[src/pls_pkg.sv]
// package: constants and carrier types for the phy link-side status pin block
// How it works
// - strap level becomes bus-manager-capable self-id bit
// - link-on message drives 6.114 MHz on pin (6.25 MHz here: half period of 8 cycles at 100 MHz)
// - link-on drive overrides strapped input level
// - cable-inactive high when no port active
// - cable-inactive logic runs during power-down
// - cable power held in two bits, readable
// - control lines decide who drives data
// - four shared data lines, driven in turn
// - link power off disables controller interface
// - link power on stops link-on, re-enables
// - power-down stops all but cable-inactive logic (here the cable-power bits, register port and tx buffer also keep running)
package pls_pkg;
   // clock and link-on tone timing
   localparam int CLK_HZ = 100_000_000;
   localparam int LINKON_HZ = 6_114_000;
   // half period in cycles, rounded down so the tone is never slower than printed
   localparam int LINKON_HALF_CYC = (CLK_HZ / (2 * LINKON_HZ)) < 1 ? 1 : CLK_HZ / (2 * LINKON_HZ);
   localparam int LINKON_CNT_W = 4;
   // register map seen over the controller-side read path
   localparam logic [3:0] REG_ADDR_STATUS = 4'h0;
   localparam logic [3:0] REG_ADDR_SELFID = 4'h1;
   localparam logic [3:0] REG_ADDR_CTRL = 4'h2;
   localparam int STAT_CPS_NOW = 0;
   localparam int STAT_CPS_SEEN = 1;
   localparam int STAT_CABLE_INACT = 2;
   localparam int STAT_LINK_ON = 3;
   localparam int STAT_LINK_EN = 4;
   localparam int SELFID_BMC = 0;
   localparam int CTRL_TONE_STOP = 0;
   localparam logic [7:0] CTRL_RESET = 8'h00;
   // data path widths
   localparam int DATA_W = 4;
   localparam int PORTS = 3;
   // control line encodings while the phy drives them
   typedef enum logic [1:0] {PLS_CTL_IDLE, PLS_CTL_STATUS, PLS_CTL_RECEIVE, PLS_CTL_GRANT} pls_ctl_t;
   // a word moving between the link lines and the phy core
   typedef struct packed {
      logic [DATA_W-1:0] data;
      pls_ctl_t ctl;
   } pls_word_t;
   // tri-state pin carrier
   typedef struct packed {
      logic [DATA_W-1:0] d_out;
      logic d_oe;
      logic [1:0] c_out;
      logic c_oe;
   } pls_pins_t;
endpackage

[src/pls_status_pins.sv]
// file: top of the phy link-side status and control pin logic
`timescale 1ns/10ps
module pls_status_pins
   import pls_pkg::*;
(
   input wire logic clk, // 100 MHz system clock
   input wire logic arst_n, // async reset, active low
   // shared strap / link-on pin
   input wire logic bus_mgr_strap_linkon_pin_in, // pin level
   output logic bus_mgr_strap_linkon_pin_out, // pin drive value
   output logic bus_mgr_strap_linkon_pin_oe, // high while driving
   // status pins
   input wire logic power_down_pin, // power-down request, high active
   input wire logic link_power_sense, // controller powered, high active
   input wire logic cable_power_sense, // comparator: cable power present
   input wire logic [PORTS-1:0] port_active, // per port: peer port active
   output logic cable_inactive_out, // high when no port is active
   // core events
   input wire logic link_on_msg, // one-cycle pulse: link-on message received
   output logic self_id_bmc, // bus-manager-capable self-id bit
   // control and data lines
   input wire logic [1:0] phy_link_ctl_in, // control line levels
   output logic [1:0] phy_link_ctl_out, // control drive value
   output logic phy_link_ctl_oe, // control lines driven
   input wire logic [DATA_W-1:0] phy_link_data_lines_in, // data line levels
   output logic [DATA_W-1:0] phy_link_data_lines_out, // data drive value
   output logic phy_link_data_lines_oe, // data lines driven
   // phy core stream toward the link
   input wire pls_pkg::pls_word_t tx_word, // word to send to the controller
   input wire logic tx_valid, // tx word valid
   output logic tx_ready, // buffer accepts tx word
   output pls_pkg::pls_word_t rx_word, // word the controller drove
   output logic rx_valid, // level, high while the interface is up and the phy drives nothing
   // register port
   input wire logic [3:0] reg_addr, // register address
   input wire logic [7:0] reg_wdata, // write data
   input wire logic reg_wr, // write strobe
   input wire logic reg_rd, // read strobe
   output logic [7:0] reg_rdata // read data, the cycle after reg_rd
);
   import pls_pkg::*;

   typedef enum {PLS_OFF, PLS_ACTIVE, PLS_TONE} pls_state_t;

   // synchronisers for every pin input
   logic pd_s1_reg, pd_s2_reg;
   logic lps_s1_reg, lps_s2_reg;
   logic cps_s1_reg, cps_s2_reg;
   logic strap_s1_reg, strap_s2_reg;
   logic [PORTS-1:0] act_s1_reg, act_s2_reg;
   logic [1:0] ctl_s1_reg, ctl_s2_reg;
   logic [DATA_W-1:0] dat_s1_reg, dat_s2_reg;

   pls_state_t state_reg;
   logic [LINKON_CNT_W-1:0] tone_cnt_reg;
   logic tone_reg;
   logic bmc_reg;
   logic cna_reg;
   logic cps_seen_reg;
   logic [7:0] ctrl_reg;
   logic [7:0] rdata_reg;
   logic pin_oe_reg;
   logic pin_out_reg;
   logic [1:0] pin_oe_hist_reg;
   logic ctl_oe_reg;
   logic dat_oe_reg;
   logic [1:0] ctl_out_reg;
   logic [DATA_W-1:0] dat_out_reg;
   pls_word_t rx_word_reg;
   logic rx_valid_reg;
   logic link_en;
   logic phy_owns;
   logic buf_valid;
   logic buf_take;
   pls_word_t buf_word;

   // two flops on every asynchronous input before any logic reads it
   always_ff @(posedge clk or negedge arst_n)
   begin
      if (!arst_n)
      begin
         pd_s1_reg <= 1'b0;
         pd_s2_reg <= 1'b0;
         lps_s1_reg <= 1'b0;
         lps_s2_reg <= 1'b0;
         cps_s1_reg <= 1'b0;
         cps_s2_reg <= 1'b0;
         strap_s1_reg <= 1'b0;
         strap_s2_reg <= 1'b0;
         act_s1_reg <= '0;
         act_s2_reg <= '0;
         ctl_s1_reg <= 2'h0;
         ctl_s2_reg <= 2'h0;
         dat_s1_reg <= '0;
         dat_s2_reg <= '0;
      end
      else
      begin
         pd_s1_reg <= power_down_pin;
         pd_s2_reg <= pd_s1_reg;
         lps_s1_reg <= link_power_sense;
         lps_s2_reg <= lps_s1_reg;
         cps_s1_reg <= cable_power_sense;
         cps_s2_reg <= cps_s1_reg;
         strap_s1_reg <= bus_mgr_strap_linkon_pin_in;
         strap_s2_reg <= strap_s1_reg;
         act_s1_reg <= port_active;
         act_s2_reg <= act_s1_reg;
         ctl_s1_reg <= phy_link_ctl_in;
         ctl_s2_reg <= ctl_s1_reg;
         dat_s1_reg <= phy_link_data_lines_in;
         dat_s2_reg <= dat_s1_reg;
      end
   end

   // cable-inactive monitor ignores power-down on purpose: it must keep reporting while asleep
   always_ff @(posedge clk or negedge arst_n)
   begin
      if (!arst_n)
         cna_reg <= 1'b1;
      else
         cna_reg <= ~|act_s2_reg;
   end

   // link power state machine; power-down parks everything in off
   always_ff @(posedge clk or negedge arst_n)
   begin
      if (!arst_n)
         state_reg <= PLS_OFF;
      else if (pd_s2_reg)
         state_reg <= PLS_OFF;
      else
         unique case (state_reg)
            PLS_OFF:
               if (lps_s2_reg)
                  state_reg <= PLS_ACTIVE;
               else if (link_on_msg)
                  state_reg <= PLS_TONE;
            PLS_ACTIVE:
               if (!lps_s2_reg)
                  state_reg <= PLS_OFF;
            PLS_TONE:
               if (lps_s2_reg)
                  state_reg <= PLS_ACTIVE;
               else if (ctrl_reg[CTRL_TONE_STOP])
                  state_reg <= PLS_OFF; // forced stop leaves the interface down until the controller is powered
         endcase
   end

   assign link_en = (state_reg == PLS_ACTIVE);

   // tone divider: toggles every half period while link-on is asserted
   always_ff @(posedge clk or negedge arst_n)
   begin
      if (!arst_n)
      begin
         tone_cnt_reg <= '0;
         tone_reg <= 1'b0;
      end
      else if (state_reg != PLS_TONE)
      begin
         tone_cnt_reg <= '0;
         tone_reg <= 1'b0;
      end
      else if (tone_cnt_reg == LINKON_CNT_W'(LINKON_HALF_CYC - 1))
      begin
         tone_cnt_reg <= '0;
         tone_reg <= ~tone_reg;
      end
      else
         tone_cnt_reg <= tone_cnt_reg + 1'b1;
   end

   // shared pin: the tone drive wins; the strap pull resistor is weaker than our driver
   always_ff @(posedge clk or negedge arst_n)
   begin
      if (!arst_n)
      begin
         pin_oe_reg <= 1'b0;
         pin_out_reg <= 1'b0;
      end
      else
      begin
         pin_oe_reg <= (state_reg == PLS_TONE);
         pin_out_reg <= tone_reg;
      end
   end

   // strap is captured only once the synchroniser has flushed our own tone, so the drive never pollutes it
   always_ff @(posedge clk or negedge arst_n)
   begin
      if (!arst_n)
      begin
         bmc_reg <= 1'b0;
         pin_oe_hist_reg <= 2'h0;
      end
      else
      begin
         pin_oe_hist_reg <= {pin_oe_hist_reg[0], pin_oe_reg};
         if (!pin_oe_reg && pin_oe_hist_reg == 2'h0 && state_reg != PLS_TONE && !pd_s2_reg)
            bmc_reg <= strap_s2_reg;
      end
   end

   // cable power: live level plus a sticky seen bit; the set beats a clear on the same cycle
   always_ff @(posedge clk or negedge arst_n)
   begin
      if (!arst_n)
         cps_seen_reg <= 1'b0;
      else if (cps_s2_reg)
         cps_seen_reg <= 1'b1;
      else if (reg_wr && reg_addr == REG_ADDR_STATUS && reg_wdata[STAT_CPS_SEEN])
         cps_seen_reg <= 1'b0;
   end

   // control register writes
   always_ff @(posedge clk or negedge arst_n)
   begin
      if (!arst_n)
         ctrl_reg <= CTRL_RESET;
      else if (reg_wr && reg_addr == REG_ADDR_CTRL)
         ctrl_reg <= reg_wdata;
   end

   // register reads answer one cycle later; unmapped reads return zero
   always_ff @(posedge clk or negedge arst_n)
   begin
      if (!arst_n)
         rdata_reg <= 8'h00;
      else if (reg_rd)
         unique case (reg_addr)
            REG_ADDR_STATUS: rdata_reg <= {3'h0, link_en, state_reg == PLS_TONE, cna_reg,
                                           cps_seen_reg, cps_s2_reg};
            REG_ADDR_SELFID: rdata_reg <= {7'h00, bmc_reg};
            REG_ADDR_CTRL: rdata_reg <= ctrl_reg;
            default: rdata_reg <= 8'h00;
         endcase
      else
         rdata_reg <= 8'h00;
   end

   // transmit buffer: a stalled line turn keeps the word instead of dropping it
   pls_buf2 #(.W($bits(pls_word_t))) u_txbuf (
      .clk(clk),
      .arst_n(arst_n),
      .in_data(tx_word),
      .in_valid(tx_valid),
      .in_ready(tx_ready),
      .out_data(buf_word),
      .out_valid(buf_valid),
      .out_ready(buf_take)
   );

   // phy takes the lines only with a word to send and lets go when empty, so the controller can claim them
   assign phy_owns = link_en && buf_valid && (ctl_s2_reg != 2'(PLS_CTL_GRANT) || ctl_oe_reg);
   assign buf_take = phy_owns && !pd_s2_reg;

   // line drivers: disabled whenever the interface is off
   always_ff @(posedge clk or negedge arst_n)
   begin
      if (!arst_n)
      begin
         ctl_oe_reg <= 1'b0;
         dat_oe_reg <= 1'b0;
         ctl_out_reg <= 2'h0;
         dat_out_reg <= '0;
      end
      else
      begin
         ctl_oe_reg <= phy_owns;
         dat_oe_reg <= phy_owns && buf_valid;
         ctl_out_reg <= buf_valid ? 2'(buf_word.ctl) : 2'(PLS_CTL_IDLE);
         dat_out_reg <= buf_valid ? buf_word.data : '0;
      end
   end

   // capture what the controller drives while it holds the lines
   always_ff @(posedge clk or negedge arst_n)
   begin
      if (!arst_n)
      begin
         rx_word_reg <= '0;
         rx_valid_reg <= 1'b0;
      end
      else
      begin
         rx_valid_reg <= link_en && !phy_owns && !ctl_oe_reg;
         rx_word_reg <= '{data: dat_s2_reg, ctl: pls_ctl_t'(ctl_s2_reg)};
      end
   end

   assign bus_mgr_strap_linkon_pin_out = pin_out_reg;
   assign bus_mgr_strap_linkon_pin_oe = pin_oe_reg;
   assign cable_inactive_out = cna_reg;
   assign self_id_bmc = bmc_reg;
   assign phy_link_ctl_out = ctl_out_reg;
   assign phy_link_ctl_oe = ctl_oe_reg;
   assign phy_link_data_lines_out = dat_out_reg;
   assign phy_link_data_lines_oe = dat_oe_reg;
   assign rx_word = rx_word_reg;
   assign rx_valid = rx_valid_reg;
   assign reg_rdata = rdata_reg;

   a_cna_follows: assert property (@(posedge clk) disable iff (!arst_n)
      (act_s2_reg == '0) |=> cable_inactive_out)
      else $error("cable inactive not raised");
   a_cna_in_pd: assert property (@(posedge clk) disable iff (!arst_n)
      (pd_s2_reg && act_s2_reg != '0) |=> !cable_inactive_out)
      else $error("cable inactive wrong in power-down");
   a_tone_starts: assert property (@(posedge clk) disable iff (!arst_n)
      (state_reg == PLS_OFF && !pd_s2_reg && !lps_s2_reg && link_on_msg) |=> ##1 bus_mgr_strap_linkon_pin_oe)
      else $error("link-on drive did not start");
   a_tone_wins: assert property (@(posedge clk) disable iff (!arst_n)
      $past(state_reg == PLS_TONE) |-> bus_mgr_strap_linkon_pin_oe)
      else $error("strap not overridden");
   a_tone_toggles: assert property (@(posedge clk) disable iff (!arst_n)
      (state_reg == PLS_TONE && tone_cnt_reg == LINKON_CNT_W'(LINKON_HALF_CYC - 1)) |=> $changed(tone_reg))
      else $error("link-on tone stuck");
   a_lps_gates_if: assert property (@(posedge clk) disable iff (!arst_n)
      (!lps_s2_reg) |=> !link_en)
      else $error("interface enabled without link power");
   a_lps_stops_tone: assert property (@(posedge clk) disable iff (!arst_n)
      (state_reg == PLS_TONE && lps_s2_reg && !pd_s2_reg) |=> ##1 !bus_mgr_strap_linkon_pin_oe)
      else $error("link-on not stopped");
   a_off_no_drive: assert property (@(posedge clk) disable iff (!arst_n)
      (!link_en) |=> !phy_link_ctl_oe && !phy_link_data_lines_oe)
      else $error("interface driven while disabled");
   a_pd_stops: assert property (@(posedge clk) disable iff (!arst_n)
      pd_s2_reg |=> state_reg == PLS_OFF)
      else $error("power-down did not stop logic");
   a_bmc_static: assert property (@(posedge clk) disable iff (!arst_n)
      pin_oe_reg |=> $stable(bmc_reg) ##1 $stable(bmc_reg) ##1 $stable(bmc_reg))
      else $error("strap resampled while driving");
   a_cps_read: assert property (@(posedge clk) disable iff (!arst_n)
      (reg_rd && reg_addr == REG_ADDR_STATUS) |=> reg_rdata[STAT_CPS_NOW] == $past(cps_s2_reg))
      else $error("cable power read wrong");
   a_no_contention: assert property (@(posedge clk) disable iff (!arst_n)
      phy_link_data_lines_oe |-> phy_link_ctl_oe)
      else $error("data driven without control");
   c_tone: cover property (@(posedge clk) disable iff (!arst_n) state_reg == PLS_TONE ##[1:200] link_en);
   c_tx: cover property (@(posedge clk) disable iff (!arst_n) phy_link_data_lines_oe);
   c_rx: cover property (@(posedge clk) disable iff (!arst_n) rx_valid);
   c_pd: cover property (@(posedge clk) disable iff (!arst_n) pd_s2_reg && !cable_inactive_out);
endmodule // pls_status_pins

[src/pls_buf2.sv]
// file: two-entry valid/ready buffer in the data path
`timescale 1ns/10ps
module pls_buf2
   import pls_pkg::*;
#(
   parameter int W = 6
)
(
   input wire logic clk, // system clock
   input wire logic arst_n, // async reset, active low
   input wire logic [W-1:0] in_data, // word from source
   input wire logic in_valid, // source has a word
   output logic in_ready, // buffer can take a word
   output logic [W-1:0] out_data, // head word
   output logic out_valid, // head word valid
   input wire logic out_ready // sink takes head word
);
   logic [W-1:0] mem_reg [2];
   logic rd_ptr_reg;
   logic wr_ptr_reg;
   logic [1:0] cnt_reg;
   logic push;
   logic pop;

   // handshakes on both sides; full refuses, so the source stalls rather than losing a word
   assign push = in_valid && in_ready;
   assign pop = out_valid && out_ready;
   assign in_ready = (cnt_reg != 2'h2);
   assign out_valid = (cnt_reg != 2'h0);
   assign out_data = mem_reg[rd_ptr_reg];

   // storage
   always_ff @(posedge clk or negedge arst_n)
   begin
      if (!arst_n)
      begin
         mem_reg[0] <= '0;
         mem_reg[1] <= '0;
      end
      else if (push)
         mem_reg[wr_ptr_reg] <= in_data;
   end

   // pointers and fill count
   always_ff @(posedge clk or negedge arst_n)
   begin
      if (!arst_n)
      begin
         rd_ptr_reg <= 1'b0;
         wr_ptr_reg <= 1'b0;
         cnt_reg <= 2'h0;
      end
      else
      begin
         if (push)
            wr_ptr_reg <= ~wr_ptr_reg;
         if (pop)
            rd_ptr_reg <= ~rd_ptr_reg;
         cnt_reg <= cnt_reg + {1'b0, push} - {1'b0, pop};
      end
   end

   a_buf_no_overflow: assert property (@(posedge clk) disable iff (!arst_n)
      (cnt_reg == 2'h2 && !pop) |=> cnt_reg == 2'h2)
      else $error("buffer count changed while full");
   c_buf_full: cover property (@(posedge clk) disable iff (!arst_n) cnt_reg == 2'h2);
endmodule // pls_buf2

[config.mk]
export PLATFORM = sky130hd
export DESIGN_NAME = pls_status_pins
export DESIGN_NICKNAME = d
export VERILOG_FILES = /design/src/pls_pkg.sv /design/src/pls_status_pins.sv /design/src/pls_buf2.sv
export SDC_FILE = /design/constraint.sdc
export NUM_CORES = 1
export LEC_CHECK = 0
export BUFFER_PORTS_ARGS = -buffer_cell sky130_fd_sc_hd__buf_4
export CAP_MARGIN = 20
export CORE_UTILIZATION = 56
export CTS_BUF_LIST = sky130_fd_sc_hd__clkbuf_8
export CTS_CLUSTER_DIAMETER = 150
export DETAILED_ROUTE_END_ITERATION = 7
export GPL_TIMING_DRIVEN = 0
export PLACE_DENSITY = 0.82
export SYNTH_ARGS = -nofsm -noshare
export SYNTH_HDL_FRONTEND = slang
export SYNTH_SLANG_ARGS = --single-unit
[constraint.sdc]
create_clock -name clk -period 2.2 [get_ports clk]
set_input_delay 0 -clock clk [delete_from_list [all_inputs] [get_ports clk]]
set_output_delay 0 -clock clk [all_outputs]
set_load 0.05 [all_outputs]
# Yosys cells after proc, flatten, opt, wreduce, memory -nomap -nowiden
# Cells that the tools add are included.
[op_classes] n_addsub=3 n_lt_le_gt_ge=3 eq_ne=13 muxes=23 bitwise=5 reduce_logical=29
[op_table] op="32-bit two-way mux" count=6
[op_table] op="32-bit case mux with 3 select lines" count=1
[op_table] op="32-bit by 2-bit == test with 1-bit output, second input constant" count=2
[op_table] op="32-bit by 1-bit == test with 1-bit output, second input constant" count=1
[op_table] op="32-bit by 3-bit == test with 1-bit output, second input constant" count=1
[op_table] op="32-bit logical NOT" count=1
[op_table] op="32-bit by 3-bit inequality test with 1-bit output, second input constant" count=1
[op_table] op="6-bit two-way mux" count=4
[op_table] op="8-bit case mux with 3 select lines" count=1
[op_table] op="1-bit logical AND" count=15
[op_table] op="12-bit bitwise mux" count=1
[op_table] op="4-bit two-way mux" count=3
[op_table] op="8-bit two-way mux" count=1
[op_table] op="4-bit inequality test, second input constant" count=2
[op_table] op="6-bit demux with 1-bit select" count=1
[op_table] op="2-bit nonzero test" count=3
[op_table] op="1-bit logical NOT" count=5
[op_table] op="4-bit by 1-bit adder with 4-bit output, second input constant" count=1
[op_table] op="4-bit by 1-bit == test with 1-bit output, second input constant" count=1
[op_table] op="4-bit by 2-bit == test with 1-bit output, second input constant" count=1
[op_table] op="4-bit by 3-bit == test with 1-bit output, second input constant" count=1
[op_table] op="2-bit >= comparator, second input constant" count=2
[op_table] op="4-bit logical NOT" count=1
[op_table] op="1-bit two-way mux" count=4
[op_table] op="12 further kinds" count=16
[totals] ff_bits=117 input_bits=37 out_inout_bits=28 wordCells=113

# Depth between registers and ports, before layout
[depth] depth_word=6 ltp_mapped=9

# Modules after synthesis
# Synthesis repeated with hierarchy kept, for this count alone.
[hier_totals] hier_cells=196 hier_area_um2=3116.7
[modules_own_cells] mod="pls_status_pins" instances=1 cells_per_inst=146 area_each_um2=2328.5 seq_area_each_um2=1778.0
[modules_own_cells] mod="pls_buf2" instances=1 cells_per_inst=50 area_each_um2=788.3 seq_area_each_um2=400.4

# Least setup slack after synthesis
# Ideal clock, no wire load.
[synth_timing] path_type="register to register" startpoint="register ctl_oe_reg, in the netlist phy_link_ctl_oe" endpoint="register u_txbuf.cnt_reg[1]" arrival_time_ps=1745 slack_ps=375 path_stages_with_launch=8 synth_period_minus_slack_ps=1825 cell_sequence="dfrtp_1 -> inv_1 -> a311oi_2 -> ha_1 -> inv_1 -> ha_1 -> xnor2_1 -> xnor2_1"
[synth_via] elab_chain_cells=5
[synth_lines] item="start: declaration" line_no="pls_status_pins.sv:65" rtl="logic ctl_oe_reg;"
[synth_lines] item="start signal: assignment" line_no="pls_status_pins.sv:270" rtl="ctl_oe_reg <= phy_owns;"
[synth_lines] item="1-bit logical OR" line_no="pls_status_pins.sv:255" rtl="assign phy_owns = link_en && buf_valid && (ctl_s2_reg != 2'(PLS_CTL_GRANT) || ctl_oe_reg);"
[synth_lines] item="1-bit logical AND" line_no="pls_status_pins.sv:255"
[synth_lines] item="1-bit logical AND" line_no="pls_status_pins.sv:256" rtl="assign buf_take = phy_owns && !pd_s2_reg;"
[synth_lines] item="1-bit logical AND" line_no="pls_buf2.sv:27" rtl="assign pop = out_valid && out_ready;"
[synth_lines] item="net u_txbuf.pop" line_no="pls_buf2.sv:23" rtl="logic pop;"
[synth_lines] item="2-bit by 1-bit subtractor with 2-bit output" line_no="pls_buf2.sv:59" rtl="cnt_reg <= cnt_reg + {1'b0, push} - {1'b0, pop};"
[synth_lines] item="end signal: assignment" line_no="pls_buf2.sv:59"
[synth_lines] item="end: declaration" line_no="pls_buf2.sv:21" rtl="logic [1:0] cnt_reg;"
# The timed path passes the listed nets, and every way through them passes these cells.
# A chain may end at the register's enable or synchronous reset.

# Final worst setup path
[layout_timing] startpoint="register state_reg[1]" endpoint="register u_txbuf.cnt_reg[1]"
[layout_via] elab_chain_cells=6
[layout_lines] item="start: declaration" line_no="pls_status_pins.sv:54" rtl="pls_state_t state_reg;"
[layout_lines] item="start signal: assignment" line_no="pls_status_pins.sv:129" rtl="state_reg <= PLS_OFF;"
[layout_lines] item="start signal: assignment" line_no="pls_status_pins.sv:131" rtl="state_reg <= PLS_OFF;"
[layout_lines] item="start signal: assignment" line_no="pls_status_pins.sv:136" rtl="state_reg <= PLS_ACTIVE;"
[layout_lines] item="32-bit by 2-bit == test with 1-bit output" line_no="pls_status_pins.sv:150" rtl="assign link_en = (state_reg == PLS_ACTIVE);"
[layout_lines] item="1-bit logical AND (2 in series)" line_no="pls_status_pins.sv:255"
[layout_lines] item="1-bit logical AND" line_no="pls_status_pins.sv:256"
[layout_lines] item="1-bit logical AND" line_no="pls_buf2.sv:27"
[layout_lines] item="net u_txbuf.pop" line_no="pls_buf2.sv:23"
[layout_lines] item="2-bit by 1-bit subtractor with 2-bit output" line_no="pls_buf2.sv:59"
# The timed path passes the listed nets, and every way through them passes these cells.

==> results_dict.tcl <==
set metrics [dict create \
    syn_inst 195 \
    r2r-end "u_txbuf.cnt_reg[1]" \
    worst_hold_path_type "input pin to flop" \
    cp.arrival_ns 2.21 \
    cts_tree "yes" \
    area_growth_pct 38.9 \
    vias_per_cell 4.92 \
    first_iter_violations 59 \
    gp_congestion 0.762 \
    required_ns 2.47 \
    vias 1855 \
    syn-cell-area_sq_um 3020 \
    drive_gt1_frac 0.352 \
    hpwl_microns 2990 \
    post_cts_buffers 0 \
    critical_path_class "flop to flop" \
    clk_pin_slew_ns 0.09 \
    power_density_nw_per_um2 1100 \
    fmax_ghz 0.514 \
    cts_resized 0 \
    cts_buffer_depth 2 \
    fin_nets 345 \
    skew_ns 0.00831 \
    antenna_left 0 \
    core_area_sq_um 5140 \
    finalCritPeriodShare 0.885 \
    worstHoldStart "reg_addr[2]" \
    synth_flop_cell "dfrtp_1" \
    portBuffers 64 \
    ys_seq_area_frac 0.721 \
    largest_reg_flops 12 \
    first_pass_iters 4 \
    finalSetupViolCount 0 \
    synth_edf_count 0 \
    syn-mean-instance-area_sq_um 15.5 \
    hold_viol 0 \
    grt_use_total 0.214 \
    grt_antenna_before_repair 0 \
    slew_headroom 0.661 \
    initial_utilization 0.588 \
    overflow 0 \
    grt_pass1_wl_microns 8560 \
    antenna_cells 0 \
    status "completed" \
    cap_violations 0 \
    cp_max_fo 4 \
    grt_pass1_vias 1832 \
    placementRows 26 \
    startpoint_type "flop" \
    r2r_cells 9 \
    clkLatencyLatePin_ns 0.35 \
    die_x_microns 75.5 \
    r2r_slack_ns 0.25 \
    power.leakage_nw 2.06 \
    synthArstFlopShare 1.00 \
    ys_types 34 \
    synth_nets 238 \
    die_h_microns 75.5 \
    r2r-start "state_reg[1]" \
    cp-end-kind "flop" \
    routedWlPerCell_microns 14.7 \
    wirelength_microns 5540 \
    htreeDepth 3 \
    vdd_drop_max_uv 757 \
    post-route-min-period_ns 1.95 \
    cts.sinks 87 \
    synth_seq_cells 87 \
    die_area_sq_um 5700 \
    cts-buffers-inserted 9 \
    ys_warn_count 0 \
    hold_path_end "reg_rdata[2]" \
    rsz0062_at_grt "no" \
    tns_ns 0 \
    worst_slew_pin_slew_ns 0.509 \
    cts_root_buf "clkbuf_8" \
    slew_viol_final 0 \
    drc 0 \
    pin_count 65 \
    power_mw 4.63 \
    hold_path_depth 4 \
    grt_max_degree 88 \
]
-- logic make-up (layout without fill, tap and decap cells) --
kind of cell,count (synthesis),count (layout),share of synthesized area
xor gates and xnor gates,6,6,0.0174
muxes,34,34,0.122
adders and majority gates,6,6,0.0248
AOI/OAI and AO/OA,9,9,0.0215
buffers and inverters,11,123,0.0145
and+or+nand+nor,42,42,0.0795
DFF,87,87,0.721
-- synth_stat cells (2+ instances only) --
master,count,area (sq um)
dfrtp_1,86,2150
nand3_1,2,10.0
nor2_1,14,52.6
and3_1,4,25.0
buf_2,2,10.0
nor3_1,3,15.0
xnor2_1,3,26.3
o21ai_0,2,10.0
inv_1,8,30.0
and2_1,5,31.3
and3b_1,2,17.5
nor2b_1,2,12.5
mux2_2,21,236
mux2i_1,12,120
xor2_1,3,26.3
a31oi_1,2,12.5
ha_1,6,75.1
nand3b_1,2,15.0
-- worst max-delay path, cell delays in order (launching register included) --
cell and delay (ns):
dfrtp_1 0.38, inv_1 0.10, ha_1 0.23, o21ai_1 0.13
a311oi_2 0.27, ha_1 0.28, inv_1 0.05, ha_1 0.15
xnor2_1 0.14, xnor2_1 0.14
-- power by group --
| group | internal, mW | leakage (nW) | switching, mW | total [mW] |
|---|---|---|---|---|
| Clock | 0.898 | 0.138 | 0.541 | 1.44 |
| Combinational | 0.492 | 0.852 | 0.648 | 1.14 |
| Sequential | 1.90 | 1.07 | 0.154 | 2.05 |
-- metal layers --
metal / routed length (microns) / up-vias / GRT usage
met2: 2930 / 48 / 0.360
met4: 129 / 0 / 0.117
met5: 0 / - / 0
met3: 179 / 13 / 0.0370
met1: 2300 / 921 / 0.266
li1: - / 873 / -
-- layout make-up --
type | instances | area [sq um]
flip-flops and latches | 87 | 2180
well taps | 70 | 87.6
clock inverters | 6 | 133
inverters | 8 | 30.0
repair buffers | 96 | 818
plain buffers | 3 | 13.8
multi-input cells | 97 | 801
fillers | 299 | 941
clock buffers | 10 | 138
-- placed cells by master (no fill, tap or decap), types with 3 or more instances in the layout --
master | netlist | final
xor2_1 | 3 | 3
nor3_1 | 3 | 3
mux2i_1 | 12 | 12
mux2_2 | 21 | 21
and3_1 | 4 | 4
nor2_1 | 14 | 14
xnor2_1 | 3 | 3
buf_4 | 0 | 64
clkbuf_8 | 0 | 10
and2_1 | 5 | 5
ha_1 | 6 | 6
dlygate4sd3_1 | 0 | 31
bufinv_16 | 0 | 4
inv_1 | 8 | 9
dfrtp_1 | 86 | 86
-- through the flow --
| step | cells | worst slack [ns] | instance area, sq um | utilization | hold slack [ns] |
|---|---|---|---|---|---|
| CTS | 376 | 0.169 | 4170 | 0.812 | 0.00513 |
| global placement | 329 | 0.238 | 3590 | 0.699 | 0.109 |
| finish | 377 | 0.254 | 4200 | 0.817 | 0.0433 |
| floorplan | 195 | 0.375 | 3020 | - | -0.296 |
| detailed placement | 329 | 0.187 | 3590 | 0.699 | 0.110 |
| global route | 377 | 0.0409 | 4200 | 0.817 | 0.0609 |
-- worst max path at each step --
stage	from	to	cells past startpoint	slack, ns
2_1_floorplan	phy_link_ctl_oe	u_txbuf.cnt_reg[1]	7	0.37
4_1_cts	state_reg[1]	u_txbuf.cnt_reg[1]	9	0.17
6_report	state_reg[1]	u_txbuf.cnt_reg[1]	9	0.25
5_1_grt	state_reg[1]	u_txbuf.cnt_reg[1]	9	0.04
3_3_place_gp	state_reg[1]	u_txbuf.cnt_reg[1]	9	0.24
3_5_place_dp	state_reg[1]	u_txbuf.cnt_reg[1]	9	0.19
-- what timing repair did --
item                                   in CTS  in global routing
hold buffers                               31                  0
setup endpoints to repair                   0                  1
endpoints found under the hold margin     121                  0
(Power assumes the default switching activity.)
